$ cat config.mk
export PLATFORM = sky130hd
export DESIGN_NAME = gpps_gpio_port
export DESIGN_NICKNAME = d
export VERILOG_FILES = /design/src/hw/gpps_pkg.sv /design/src/hw/gpps_gpio_port.sv
export VERILOG_INCLUDE_DIRS = /design/src /design/src/hw
export SDC_FILE = /design/constraint.sdc
export NUM_CORES = 1
export LEC_CHECK = 0
export BUFFER_PORTS_ARGS = -buffer_cell sky130_fd_sc_hd__buf_4
export CAP_MARGIN = 30
export CORE_MARGIN = 2
export CORE_UTILIZATION = 45
export CTS_BUF_LIST = sky130_fd_sc_hd__clkbuf_8
export CTS_CLUSTER_DIAMETER = 60
export DETAILED_ROUTE_END_ITERATION = 8
export PLACE_DENSITY = 0.79
export SYNTH_ARGS = -nofsm -noshare
export SYNTH_HDL_FRONTEND = slang
export SYNTH_SLANG_ARGS = --single-unit
$ cat constraint.sdc
create_clock -name clk -period 1.8 [get_ports clk]
set_input_delay 0.36 -clock clk [delete_from_list [all_inputs] [get_ports clk]]
set_output_delay 0.36 -clock clk [all_outputs]
set_load 0.05 [all_outputs]
$ cat src/hw/gpps_defines.svh
// Purpose: Named offsets, field positions and reset values for the port
// Assumes: Included by its bare name from the port module
// Notes: Definitions only
`ifndef GPPS_DEFINES_SVH
`define GPPS_DEFINES_SVH

// Register byte offsets on the AXI4-Lite bus
`define GPPS_OFF_VALUE 8'h00
`define GPPS_OFF_LATCH 8'h04
`define GPPS_OFF_DIR 8'h08
`define GPPS_OFF_ANSEL 8'h0C
`define GPPS_OFF_STEER 8'h10

// Port A implemented bits and reset values
`define GPPS_PA_MASK 6'h37
`define GPPS_DIR_FORCED1 6'h08
`define GPPS_DIR_RST 6'h37
`define GPPS_ANSEL_RST 6'h37
`define GPPS_LATCH_RST 6'h00
`define GPPS_STEER_RST 8'h00

// Implemented steering bits per package variant
`define GPPS_IMPL_PIN14 8'hF7
`define GPPS_IMPL_PIN20 8'h33

// Steering field positions
`define GPPS_RX_SEL 7
`define GPPS_SDO_SEL 6
`define GPPS_SS_SEL 5
`define GPPS_SD_SEL 4
`define GPPS_UNUSED_SEL 3
`define GPPS_TX_SEL 2
`define GPPS_GB_SEL 1
`define GPPS_GA_SEL 0

// Pin positions within their ports
`define GPPS_PA3 3
`define GPPS_PA4 4
`define GPPS_PC1 3'h1
`define GPPS_PC2 3'h2
`define GPPS_PC3 3'h3
`define GPPS_PC4 3'h4
`define GPPS_PC5 3'h5
`define GPPS_PC6 3'h6

// Bus responses
`define GPPS_RESP_OKAY 2'h0
`define GPPS_RESP_SLVERR 2'h2

`endif

$ cat src/hw/gpps_pkg.sv
// Purpose: Types shared by the port logic and its bench
// Assumes: Nothing
// Notes: Offsets and values live in gpps_defines.svh
package gpps_pkg;

	// Package variant of the device
	typedef enum {GPPS_PIN14, GPPS_PIN20} gpps_variant_e;

	// Register selected by a bus address
	typedef enum {GPPS_REG_VALUE, GPPS_REG_LATCH, GPPS_REG_DIR,
		GPPS_REG_ANSEL, GPPS_REG_STEER, GPPS_REG_NONE} gpps_reg_e;

endpackage

$ cat src/hw/gpps_gpio_port.sv
// Purpose: Port A GPIO with pin steering of peripheral signals
// Assumes: One 200 MHz clock; pins and pads are asynchronous
// Notes: Port B/C GPIO lives elsewhere; this only claims their pins
`timescale 1ns/1ps
`include "gpps_defines.svh"

module gpps_gpio_port #(
	parameter gpps_pkg::gpps_variant_e VARIANT = gpps_pkg::GPPS_PIN14,
	parameter int ADDR_W = 8
) (
	// Clock and reset
	input wire logic clk,
	input wire logic reset_n,
	// AXI4-Lite write address and data
	input wire logic [ADDR_W-1:0] awaddr,
	input wire logic awvalid,
	output logic awready,
	input wire logic [31:0] wdata,
	input wire logic [3:0] wstrb,
	input wire logic wvalid,
	output logic wready,
	// AXI4-Lite write response
	output logic [1:0] bresp,
	output logic bvalid,
	input wire logic bready,
	// AXI4-Lite read
	input wire logic [ADDR_W-1:0] araddr,
	input wire logic arvalid,
	output logic arready,
	output logic [31:0] rdata,
	output logic [1:0] rresp,
	output logic rvalid,
	input wire logic rready,
	// Port A pads
	input wire logic [5:0] paPinIn,
	output logic [5:0] paPinOut,
	output logic [5:0] paPinOe,
	output logic [5:0] paInBufEn,
	// Port C pads claimed by steered peripherals
	input wire logic [7:0] pcPinIn,
	output logic [7:0] pcPerOwn,
	output logic [7:0] pcPerOut,
	output logic [7:0] pcPerOe,
	// Port B pin 4 claimed by serial in on the larger package
	input wire logic pbPin4In,
	output logic pbPin4Own,
	output logic pbPin4Out,
	output logic pbPin4Oe,
	// Receive / synchronous data function
	input wire logic receiveSyncDataEn,
	input wire logic receiveSyncDataOut,
	input wire logic receiveSyncDataOe,
	output logic receiveSyncDataIn,
	// Transmit / synchronous clock function
	input wire logic transmitSyncClockEn,
	input wire logic transmitSyncClockOut,
	input wire logic transmitSyncClockOe,
	output logic transmitSyncClockIn,
	// Serial data out and slave select
	input wire logic serialDataOutEn,
	input wire logic serialDataOutOut,
	input wire logic slaveSelectEn,
	output logic slaveSelectIn,
	// Serial data in, doubling as I2C data
	input wire logic serialDataInEn,
	input wire logic serialDataInOut,
	input wire logic serialDataInOe,
	output logic serialDataInIn,
	// Converter guard ring drives
	input wire logic conv1GuardAEn,
	input wire logic conv1GuardAOut,
	input wire logic conv1GuardBEn,
	input wire logic conv1GuardBOut,
	input wire logic conv2GuardAEn,
	input wire logic conv2GuardAOut,
	input wire logic conv2GuardBEn,
	input wire logic conv2GuardBOut
);

	localparam bit IS_PIN14 = (VARIANT == gpps_pkg::GPPS_PIN14);
	localparam logic [7:0] STEER_IMPL =
		IS_PIN14 ? `GPPS_IMPL_PIN14 : `GPPS_IMPL_PIN20;

	logic [5:0] latchReg;
	logic [5:0] dirReg;
	logic [5:0] anselReg;
	logic [7:0] steerReg;
	logic [5:0] paSyncA, paSyncB;
	logic [7:0] pcSyncA, pcSyncB;
	logic pbSyncA, pbSyncB;
	logic [5:0] paDigIn;
	logic [ADDR_W-1:0] awAddrReg;
	logic awHeld, wHeld;
	logic [7:0] wByteReg;
	logic wStrbReg;
	logic doWrite;
	gpps_pkg::gpps_reg_e wrSel;
	logic [5:0] paOwn, paPerOut, paPerOe;
	logic [7:0] pcOwnNext, pcOutNext, pcOeNext;
	logic pbOwnNext, pbOutNext, pbOeNext;
	logic [2:0] gIdx;

	// Address decode shared by read and write paths
	function automatic gpps_pkg::gpps_reg_e decodeReg(
		input logic [ADDR_W-1:0] addr);
		logic [7:0] off;
		off = addr[7:0];
		case (off)
			`GPPS_OFF_VALUE: decodeReg = gpps_pkg::GPPS_REG_VALUE;
			`GPPS_OFF_LATCH: decodeReg = gpps_pkg::GPPS_REG_LATCH;
			`GPPS_OFF_DIR: decodeReg = gpps_pkg::GPPS_REG_DIR;
			`GPPS_OFF_ANSEL: decodeReg = gpps_pkg::GPPS_REG_ANSEL;
			`GPPS_OFF_STEER: decodeReg = gpps_pkg::GPPS_REG_STEER;
			default: decodeReg = gpps_pkg::GPPS_REG_NONE;
		endcase
	endfunction

	// Pad synchronisers; first stage feeds only the second
	always_ff @(posedge clk or negedge reset_n)
	begin
		if (!reset_n)
		begin
			paSyncA <= 6'h00;
			paSyncB <= 6'h00;
			pcSyncA <= 8'h00;
			pcSyncB <= 8'h00;
			pbSyncA <= 1'h0;
			pbSyncB <= 1'h0;
		end
		else
		begin
			paSyncA <= paPinIn;
			paSyncB <= paSyncA;
			pcSyncA <= pcPinIn;
			pcSyncB <= pcSyncA;
			pbSyncA <= pbPin4In;
			pbSyncB <= pbSyncA;
		end
	end

	// Analog pins read as zero; PA3 has no analog select
	assign paDigIn = paSyncB & ~anselReg;

	// Write channel acceptance; either order, one write at a time
	assign awready = !awHeld && !bvalid;
	assign wready = !wHeld && !bvalid;
	assign doWrite = awHeld && wHeld && !bvalid;
	assign wrSel = decodeReg(awAddrReg);

	always_ff @(posedge clk or negedge reset_n)
	begin
		if (!reset_n)
		begin
			awHeld <= 1'h0;
			wHeld <= 1'h0;
			awAddrReg <= '0;
			wByteReg <= 8'h00;
			wStrbReg <= 1'h0;
		end
		else
		begin
			if (awvalid && awready)
			begin
				awHeld <= 1'h1;
				awAddrReg <= awaddr;
			end
			else if (doWrite)
				awHeld <= 1'h0;
			if (wvalid && wready)
			begin
				wHeld <= 1'h1;
				wByteReg <= wdata[7:0];
				wStrbReg <= wstrb[0];
			end
			else if (doWrite)
				wHeld <= 1'h0;
		end
	end

	// Write response follows the register update edge
	always_ff @(posedge clk or negedge reset_n)
	begin
		if (!reset_n)
		begin
			bvalid <= 1'h0;
			bresp <= `GPPS_RESP_OKAY;
		end
		else if (doWrite)
		begin
			bvalid <= 1'h1;
			bresp <= (wrSel == gpps_pkg::GPPS_REG_NONE) ?
				`GPPS_RESP_SLVERR : `GPPS_RESP_OKAY;
		end
		else if (bready)
			bvalid <= 1'h0;
	end

	// Output latch; value writes merge pins so an empty lane re-latches
	// the pin levels, the usual read-modify-write hazard
	always_ff @(posedge clk or negedge reset_n)
	begin
		if (!reset_n)
			latchReg <= `GPPS_LATCH_RST;
		else if (doWrite && wrSel == gpps_pkg::GPPS_REG_LATCH && wStrbReg)
			latchReg <= wByteReg[5:0] & `GPPS_PA_MASK;
		else if (doWrite && wrSel == gpps_pkg::GPPS_REG_VALUE)
			latchReg <= (wStrbReg ? wByteReg[5:0] : paDigIn)
				& `GPPS_PA_MASK;
	end

	// Direction and analog select; pins power up as analog inputs, except PA3, a digital input
	always_ff @(posedge clk or negedge reset_n)
	begin
		if (!reset_n)
		begin
			dirReg <= `GPPS_DIR_RST;
			anselReg <= `GPPS_ANSEL_RST;
		end
		else if (doWrite && wStrbReg)
		begin
			if (wrSel == gpps_pkg::GPPS_REG_DIR)
				dirReg <= wByteReg[5:0] & `GPPS_PA_MASK;
			if (wrSel == gpps_pkg::GPPS_REG_ANSEL)
				anselReg <= wByteReg[5:0] & `GPPS_PA_MASK;
		end
	end

	// Steering; bits missing on the package stay zero
	always_ff @(posedge clk or negedge reset_n)
	begin
		if (!reset_n)
			steerReg <= `GPPS_STEER_RST;
		else if (doWrite && wStrbReg && wrSel == gpps_pkg::GPPS_REG_STEER)
			steerReg <= wByteReg & STEER_IMPL;
	end

	// Read channel; data captured at address acceptance
	assign arready = !rvalid;

	always_ff @(posedge clk or negedge reset_n)
	begin
		if (!reset_n)
		begin
			rvalid <= 1'h0;
			rdata <= 32'h0000_0000;
			rresp <= `GPPS_RESP_OKAY;
		end
		else if (arvalid && arready)
		begin
			rvalid <= 1'h1;
			rresp <= `GPPS_RESP_OKAY;
			case (decodeReg(araddr))
				gpps_pkg::GPPS_REG_VALUE:
					rdata <= {26'h0, paDigIn};
				gpps_pkg::GPPS_REG_LATCH:
					rdata <= {26'h0, latchReg};
				gpps_pkg::GPPS_REG_DIR:
					rdata <= {26'h0, dirReg | `GPPS_DIR_FORCED1};
				gpps_pkg::GPPS_REG_ANSEL:
					rdata <= {26'h0, anselReg};
				gpps_pkg::GPPS_REG_STEER:
					rdata <= {24'h0, steerReg};
				default:
				begin
					rdata <= 32'h0000_0000;
					rresp <= `GPPS_RESP_SLVERR;
				end
			endcase
		end
		else if (rready)
			rvalid <= 1'h0;
	end

	// Pin claims by steered functions; later claims win a shared pin
	always_comb
	begin
		paOwn = 6'h00;
		paPerOut = 6'h00;
		paPerOe = 6'h00;
		pcOwnNext = 8'h00;
		pcOutNext = 8'h00;
		pcOeNext = 8'h00;
		pbOwnNext = 1'h0;
		pbOutNext = 1'h0;
		pbOeNext = 1'h0;
		gIdx = `GPPS_PC2;
		// Guard rings, lowest priority
		if (conv1GuardBEn)
		begin
			gIdx = steerReg[`GPPS_GB_SEL] ? `GPPS_PC3 : `GPPS_PC2;
			pcOwnNext[gIdx] = 1'h1;
			pcOutNext[gIdx] = conv1GuardBOut;
			pcOeNext[gIdx] = 1'h1;
		end
		if (conv2GuardBEn)
		begin
			gIdx = steerReg[`GPPS_GB_SEL] ? `GPPS_PC2 : `GPPS_PC3;
			pcOwnNext[gIdx] = 1'h1;
			pcOutNext[gIdx] = conv2GuardBOut;
			pcOeNext[gIdx] = 1'h1;
		end
		if (conv1GuardAEn)
		begin
			gIdx = steerReg[`GPPS_GA_SEL] ? `GPPS_PC5 : `GPPS_PC4;
			pcOwnNext[gIdx] = 1'h1;
			pcOutNext[gIdx] = conv1GuardAOut;
			pcOeNext[gIdx] = 1'h1;
		end
		if (conv2GuardAEn)
		begin
			gIdx = steerReg[`GPPS_GA_SEL] ? `GPPS_PC4 : `GPPS_PC5;
			pcOwnNext[gIdx] = 1'h1;
			pcOutNext[gIdx] = conv2GuardAOut;
			pcOeNext[gIdx] = 1'h1;
		end
		// Slave select is an input; its pin is only fenced off
		if (slaveSelectEn && steerReg[`GPPS_SS_SEL])
		begin
			gIdx = IS_PIN14 ? `GPPS_PC3 : `GPPS_PC6;
			pcOwnNext[gIdx] = 1'h1;
			pcOeNext[gIdx] = 1'h0;
		end
		// Transmit / clock with its own direction override
		if (transmitSyncClockEn)
		begin
			gIdx = steerReg[`GPPS_TX_SEL] ? `GPPS_PC3 : `GPPS_PC4;
			pcOwnNext[gIdx] = 1'h1;
			pcOutNext[gIdx] = transmitSyncClockOut;
			pcOeNext[gIdx] = transmitSyncClockOe;
		end
		// Serial in / I2C data; PA3 cannot drive, so no claim there
		if (serialDataInEn && !steerReg[`GPPS_SD_SEL])
		begin
			if (IS_PIN14)
			begin
				pcOwnNext[`GPPS_PC1] = 1'h1;
				pcOutNext[`GPPS_PC1] = serialDataInOut;
				pcOeNext[`GPPS_PC1] = serialDataInOe;
			end
			else
			begin
				pbOwnNext = 1'h1;
				pbOutNext = serialDataInOut;
				pbOeNext = serialDataInOe;
			end
		end
		// Serial data out
		if (serialDataOutEn)
		begin
			if (steerReg[`GPPS_SDO_SEL])
			begin
				paOwn[`GPPS_PA4] = 1'h1;
				paPerOut[`GPPS_PA4] = serialDataOutOut;
				paPerOe[`GPPS_PA4] = 1'h1;
			end
			else
			begin
				pcOwnNext[`GPPS_PC2] = 1'h1;
				pcOutNext[`GPPS_PC2] = serialDataOutOut;
				pcOeNext[`GPPS_PC2] = 1'h1;
			end
		end
		// Receive / data, highest priority
		if (receiveSyncDataEn)
		begin
			if (steerReg[`GPPS_RX_SEL])
			begin
				paOwn[`GPPS_PA4] = 1'h1;
				paPerOut[`GPPS_PA4] = receiveSyncDataOut;
				paPerOe[`GPPS_PA4] = receiveSyncDataOe;
			end
			else
			begin
				pcOwnNext[`GPPS_PC5] = 1'h1;
				pcOutNext[`GPPS_PC5] = receiveSyncDataOut;
				pcOeNext[`GPPS_PC5] = receiveSyncDataOe;
			end
		end
	end

	// Pad drive registers; analog select gates only the input buffer enable, not the drive
	always_ff @(posedge clk or negedge reset_n)
	begin
		if (!reset_n)
		begin
			paPinOut <= 6'h00;
			paPinOe <= 6'h00;
			paInBufEn <= 6'h00;
			pcPerOwn <= 8'h00;
			pcPerOut <= 8'h00;
			pcPerOe <= 8'h00;
			pbPin4Own <= 1'h0;
			pbPin4Out <= 1'h0;
			pbPin4Oe <= 1'h0;
		end
		else
		begin
			paPinOut <= (paOwn & paPerOut) | (~paOwn & latchReg);
			paPinOe <= ((paOwn & paPerOe) | (~paOwn & ~dirReg))
				& `GPPS_PA_MASK;
			paInBufEn <= ~anselReg;
			pcPerOwn <= pcOwnNext;
			pcPerOut <= pcOutNext;
			pcPerOe <= pcOeNext;
			pbPin4Own <= pbOwnNext;
			pbPin4Out <= pbOutNext;
			pbPin4Oe <= pbOeNext;
		end
	end

	// Steered inputs back to the peripherals
	always_ff @(posedge clk or negedge reset_n)
	begin
		if (!reset_n)
		begin
			receiveSyncDataIn <= 1'h0;
			transmitSyncClockIn <= 1'h0;
			slaveSelectIn <= 1'h0;
			serialDataInIn <= 1'h0;
		end
		else
		begin
			receiveSyncDataIn <= steerReg[`GPPS_RX_SEL] ?
				paDigIn[`GPPS_PA4] : pcSyncB[`GPPS_PC5];
			transmitSyncClockIn <= steerReg[`GPPS_TX_SEL] ?
				pcSyncB[`GPPS_PC3] : pcSyncB[`GPPS_PC4];
			slaveSelectIn <= !steerReg[`GPPS_SS_SEL] ? paDigIn[`GPPS_PA3]
				: (IS_PIN14 ? pcSyncB[`GPPS_PC3]
				: pcSyncB[`GPPS_PC6]);
			serialDataInIn <= steerReg[`GPPS_SD_SEL] ? paDigIn[`GPPS_PA3]
				: (IS_PIN14 ? pcSyncB[`GPPS_PC1] : pbSyncB);
		end
	end
endmodule // gpps_gpio_port

==> results by stage <==
Global route:
- The number of global-route vias before repair came to slightly below 3000.
- Entering global routing, the biggest net connects 43 pins.
- The first global-routing pass estimated 14.1 mm of wire.
- The total global-route track usage is between 10% and 20%.
- For this run the aggregate overflow at the end of global routing stands at 0.
- The initial antenna violation count came to 0.

Synth:
- The instance count of the mapped netlist is between 300 and 400.
- Averaged over all synthesized cells, the footprint is around 12 um^2.
- The sequential-to-total area share from yosys stat is about 61%.
- The area of the mapped netlist is around 4400 um^2.
- Among all flip-flop cells after synthesis, the most frequent one is sky130_fd_sc_hd__dfrtp_1.
- Of all flip-flops after synthesis, the portion carrying an async set or reset was 100%.
- The count of synthesis-stage warnings from yosys is 0.
- After synthesis, the largest area contributor takes up 55.0% of total cell area.
- Yosys mapped the design onto 36 distinct sky130hd cell types.
- The register bit total from synthesis is ~110.
- Yosys mapped a number of flops with a built-in enable equal to 0.
- Yosys attributes the largest share of cell area to sky130_fd_sc_hd__dfrtp_1 55%, sky130_fd_sc_hd__mux2_2 11%, sky130_fd_sc_hd__buf_4 7.0%, sky130_fd_sc_hd__dfstp_2 6.0%, sky130_fd_sc_hd__nand2_1 3.2%.
- Summed over all instances, the cell type with the most area after synthesis is sky130_fd_sc_hd__dfrtp_1.

Final layout:
- The finished layout holds around 620 standard cells, fillers aside.
- The library cell used most frequently in the layout, excluding fill and tap cells, is sky130_fd_sc_hd__buf_4.
- The antenna diode count is 0.
- The layout overhead on the synthesized area is 26.4%.
- In the final layout, the share of cells above drive strength 1 is between 40% and 50%.
- Leaving out fill and tap cells, the most frequent cells in the layout are 117 x sky130_fd_sc_hd__buf_4, 95 x sky130_fd_sc_hd__dfrtp_1, 41 x sky130_fd_sc_hd__conb_1, 36 x sky130_fd_sc_hd__nand2_1, 35 x sky130_fd_sc_hd__mux2_2.
- Fill cells in the final layout number between 700 and 800.
- The net count reported at finish is around 580.
- In the final layout, the multi-input gates occupy around 1500 um^2.
- The area taken by flip-flops and latches is 2670 um^2.

Placement:
- Routability-driven placement finished with a final weighted congestion of just under 0.8.
- The HPWL after detailed placement is around 6.8 mm.
- The number of buffers added on ports is 110.
- In this run, placement finished with an instance count of 598.
- Timing analysis after detailed placement gives a worst setup slack of -0.174 ns.

Timing:
- The hold violation total from the final report was 0.
- Setup violations remaining at the end of the flow were counted as 11.
- Dividing the final minimum period by the clock period gives 104%.
- The setup skew after layout is around 0.012 ns.
- Setup repair after global routing could not meet its margin everywhere.
- The number of slew-limit violations in the final report is 0.
- The smallest clock period supported by the final layout is computed as around 1.9 ns.
- Setup slack on the critical path of the routed design comes to -0.0791 ns.
- The achievable clock frequency is between 500 and 600 MHz.

Detailed routing:
- The final wirelength is about 9.0 mm.
- After the first detailed-routing iteration, the DRC count stood at 126.
- In this run the remaining antenna-violating nets after routing total 0.
- The number of iterations in the first detailed-routing pass is 4.
- The overall via count from detail_route is a little under 3000.
- The detailed-route wire length per cell is roughly 15 um.
- For this run, design rule violations remaining after detail routing come to 0.
- The number of vias per cell after detailed routing is ~4.7.

Clock tree:
- Counting every sink on the clock net gives 106.
- TritonCTS built the clock tree.
- CTS built an H-tree with a depth of 3.
- The clock root buffer is sky130_fd_sc_hd__clkbuf_8.
- The number of buffers between clock root and the deepest sink is 2.
- The total CTS buffers is 9.
- The clock transition at the registers of the reported paths is 0.09 ns.
- Clock latency on the worst-skew pair, taken at its later pin, is between 0.3 and 0.4 ns.

Floorplan:
- The region available for standard cell placement spans slightly above 9000 um^2.
- The x dimension of the die is around 100 um.
- During I/O placement, the number of pins put on the boundary was 184.
- The initial cell density of the core is about 47%.
- The area of the die is approximately 11000 um^2.
- The die height is just over 100 um.
- After floorplanning, the core was divided into 35 placement rows.

Power and ir drop:
- Overall power consumption after layout is estimated at between 6 and 7 mW.
- In this run the power spent charging and discharging nets is 2.35 mW.
- The internal portion of the total power is roughly 4.1 mW.
- The worst-case IR drop observed on VDD is a little over 1000 uV.
- The share of total power in the clock network is 20.7%.
- The sequential group share of total power is 48.4%.
- The leakage dissipation is around 2.6 nW.
- The total power per unit cell area is about 1200 nW/um^2.
- In this run switching power makes up 36.2% of total power.
- The combinational group share of total power is a little under a third.

Run:
- The number of max-cap violations is 0.

Min path:
- The path category of the worst min-delay check is input port to flop.

Critical path:
- The kind of start point of the critical path is a flop.
- Data on the critical path arrives at its endpoint at ~2.1 ns.
- For the worst setup path, the data required time is 2.04 ns.
- The largest driver fanout on the critical path is 5.
- The critical path class is flop to flop.
- The sort of element at the end of the critical path is a flop.

Outcome:
- The checks that failed: negative setup slack.
- The flow ran to the end, but the final reports show violations.
-- cells by family after synthesis --
| logic type | count (synthesis) | share of synthesized area (%) |
|---|---|---|
| other | 2 | 0.172 |
| muxes | 48 | 12.2 |
| AOI/OAI and AO/OA | 50 | 6.98 |
| buffers and inverters | 62 | 8.84 |
| and+or+nand+nor | 91 | 10.8 |
| DFF | 106 | 61.0 |
-- critical path: stages (launching register included) --
cell	delay, ns
sky130_fd_sc_hd__dfrtp_1	0.39
sky130_fd_sc_hd__or4_4	0.58
sky130_fd_sc_hd__nor4_4	0.19
sky130_fd_sc_hd__buf_4	0.18
sky130_fd_sc_hd__nand2_2	0.12
sky130_fd_sc_hd__mux2_2	0.30
-- per-stage QoR --
stage          hold WS, ns  TNS (ns)  cell area, um^2  util, %
6_report             0.100    -0.610             5530     59.3
3_5_place_dp         0.290     -2.67             5280     56.6
5_1_grt             0.0769     -1.64             5530     59.3
3_3_place_gp         0.291     -1.75             5280     56.6
4_1_cts             0.0855     -2.60             5510     59.1
2_1_floorplan       0.0644    -0.571             4540        -
-- cell type report --
class | count | area share (%)
Multi-Input combinational cell | 230 | 27.5
Timing Repair Buffer | 122 | 17.2
Tap cell | 129 | 2.92
Clock buffer | 11 | 2.74
Clock inverter | 5 | 0.543
Inverter | 13 | 0.883
Sequential cell | 106 | 48.2
-- state kept, by name, indices dropped and copies added, names as in the netlist, 6 cells and up --
name / flops
awAddrReg: 8
rdata: 8
steerReg: 7
wByteReg: 7
paInBufEn: 6
paSyncA: 6
paSyncB: 6
-- repair_timing --
action | CTS | global route
gates resized for setup | 10 | 1
hold buffers | 1 | 0
setup buffers | 0 | 1
endpoints found under the hold margin | 19 | 0
endpoints found under the setup margin | 22 | 22
pin swaps | 1 | 2
cloned | 0 | 0
-- synthesized netlist by cell type, types with 2 or more instances --
| cell type | number |
|---|---|
| sky130_fd_sc_hd__inv_1 | 13 |
| sky130_fd_sc_hd__nand2b_1 | 8 |
| sky130_fd_sc_hd__o21ai_0 | 21 |
| sky130_fd_sc_hd__a21o_1 | 2 |
| sky130_fd_sc_hd__and2_1 | 5 |
| sky130_fd_sc_hd__and3_1 | 3 |
| sky130_fd_sc_hd__a22o_1 | 2 |
| sky130_fd_sc_hd__nor4_4 | 2 |
| sky130_fd_sc_hd__a222oi_1 | 2 |
| sky130_fd_sc_hd__a31oi_1 | 5 |
| sky130_fd_sc_hd__buf_4 | 41 |
| sky130_fd_sc_hd__nand2_1 | 37 |
| sky130_fd_sc_hd__nor2_1 | 18 |
| sky130_fd_sc_hd__mux2i_1 | 6 |
| sky130_fd_sc_hd__dfstp_2 | 10 |
| sky130_fd_sc_hd__nand3_1 | 4 |
| sky130_fd_sc_hd__nor2b_1 | 6 |
| sky130_fd_sc_hd__clkbuf_1 | 8 |
| sky130_fd_sc_hd__conb_1 | 2 |
| sky130_fd_sc_hd__a21oi_1 | 8 |
| sky130_fd_sc_hd__mux2_2 | 42 |
| sky130_fd_sc_hd__o21a_1 | 3 |
| sky130_fd_sc_hd__dfrtp_1 | 96 |
| sky130_fd_sc_hd__a22oi_1 | 3 |
-- worst paths after layout --
path,slack [ns],cells after the start,startpoint,end
max in group asynchronous,0.74,3,reset_n,dirReg[1]$_DFFE_PN1P_
hold reg to reg,0.36,0,pcSyncA[5]$_DFF_PN0_,pcSyncB[5]$_DFF_PN0_
hold / removal,0.10,1,pcPinIn[4],pcSyncA[4]$_DFF_PN0_
min in group asynchronous,0.45,2,reset_n,pcPerOwn[1]$_DFF_PN0_
setup / recovery,-0.08,5,awAddrReg[6]$_DFFE_PN0P_,latchReg[5]$_DFFE_PN0P_
setup reg to reg,-0.08,5,awAddrReg[6]$_DFFE_PN0P_,latchReg[5]$_DFFE_PN0P_
-- metal layers --
| metal | GRT usage [%] | routed length [um] | part of all wire (%) | up-vias |
|---|---|---|---|---|
| li1 | - | - | - | 1382 |
| met1 | 23.1 | 3860 | 43 | 1390 |
| met2 | 29.2 | 4290 | 48 | 122 |
| met3 | 4.07 | 630 | 7.0 | 18 |
| met4 | 6.15 | 177 | 2.0 | 0 |
| met5 | 0 | 0 | 0 | - |
-- power groups by stage --
stage / logic (mW) / registers (mW) / clock network (mW)
2_1_floorplan: 1.05 / 3.52 / 0
3_3_place_gp: 1.95 / 3.16 / 0
3_5_place_dp: 1.99 / 3.18 / 0
4_1_cts: 2.01 / 3.14 / 1.39
5_1_grt: 2.14 / 3.20 / 1.50
6_report: 2.01 / 3.15 / 1.35
Power figures use the tool's default switching activity.
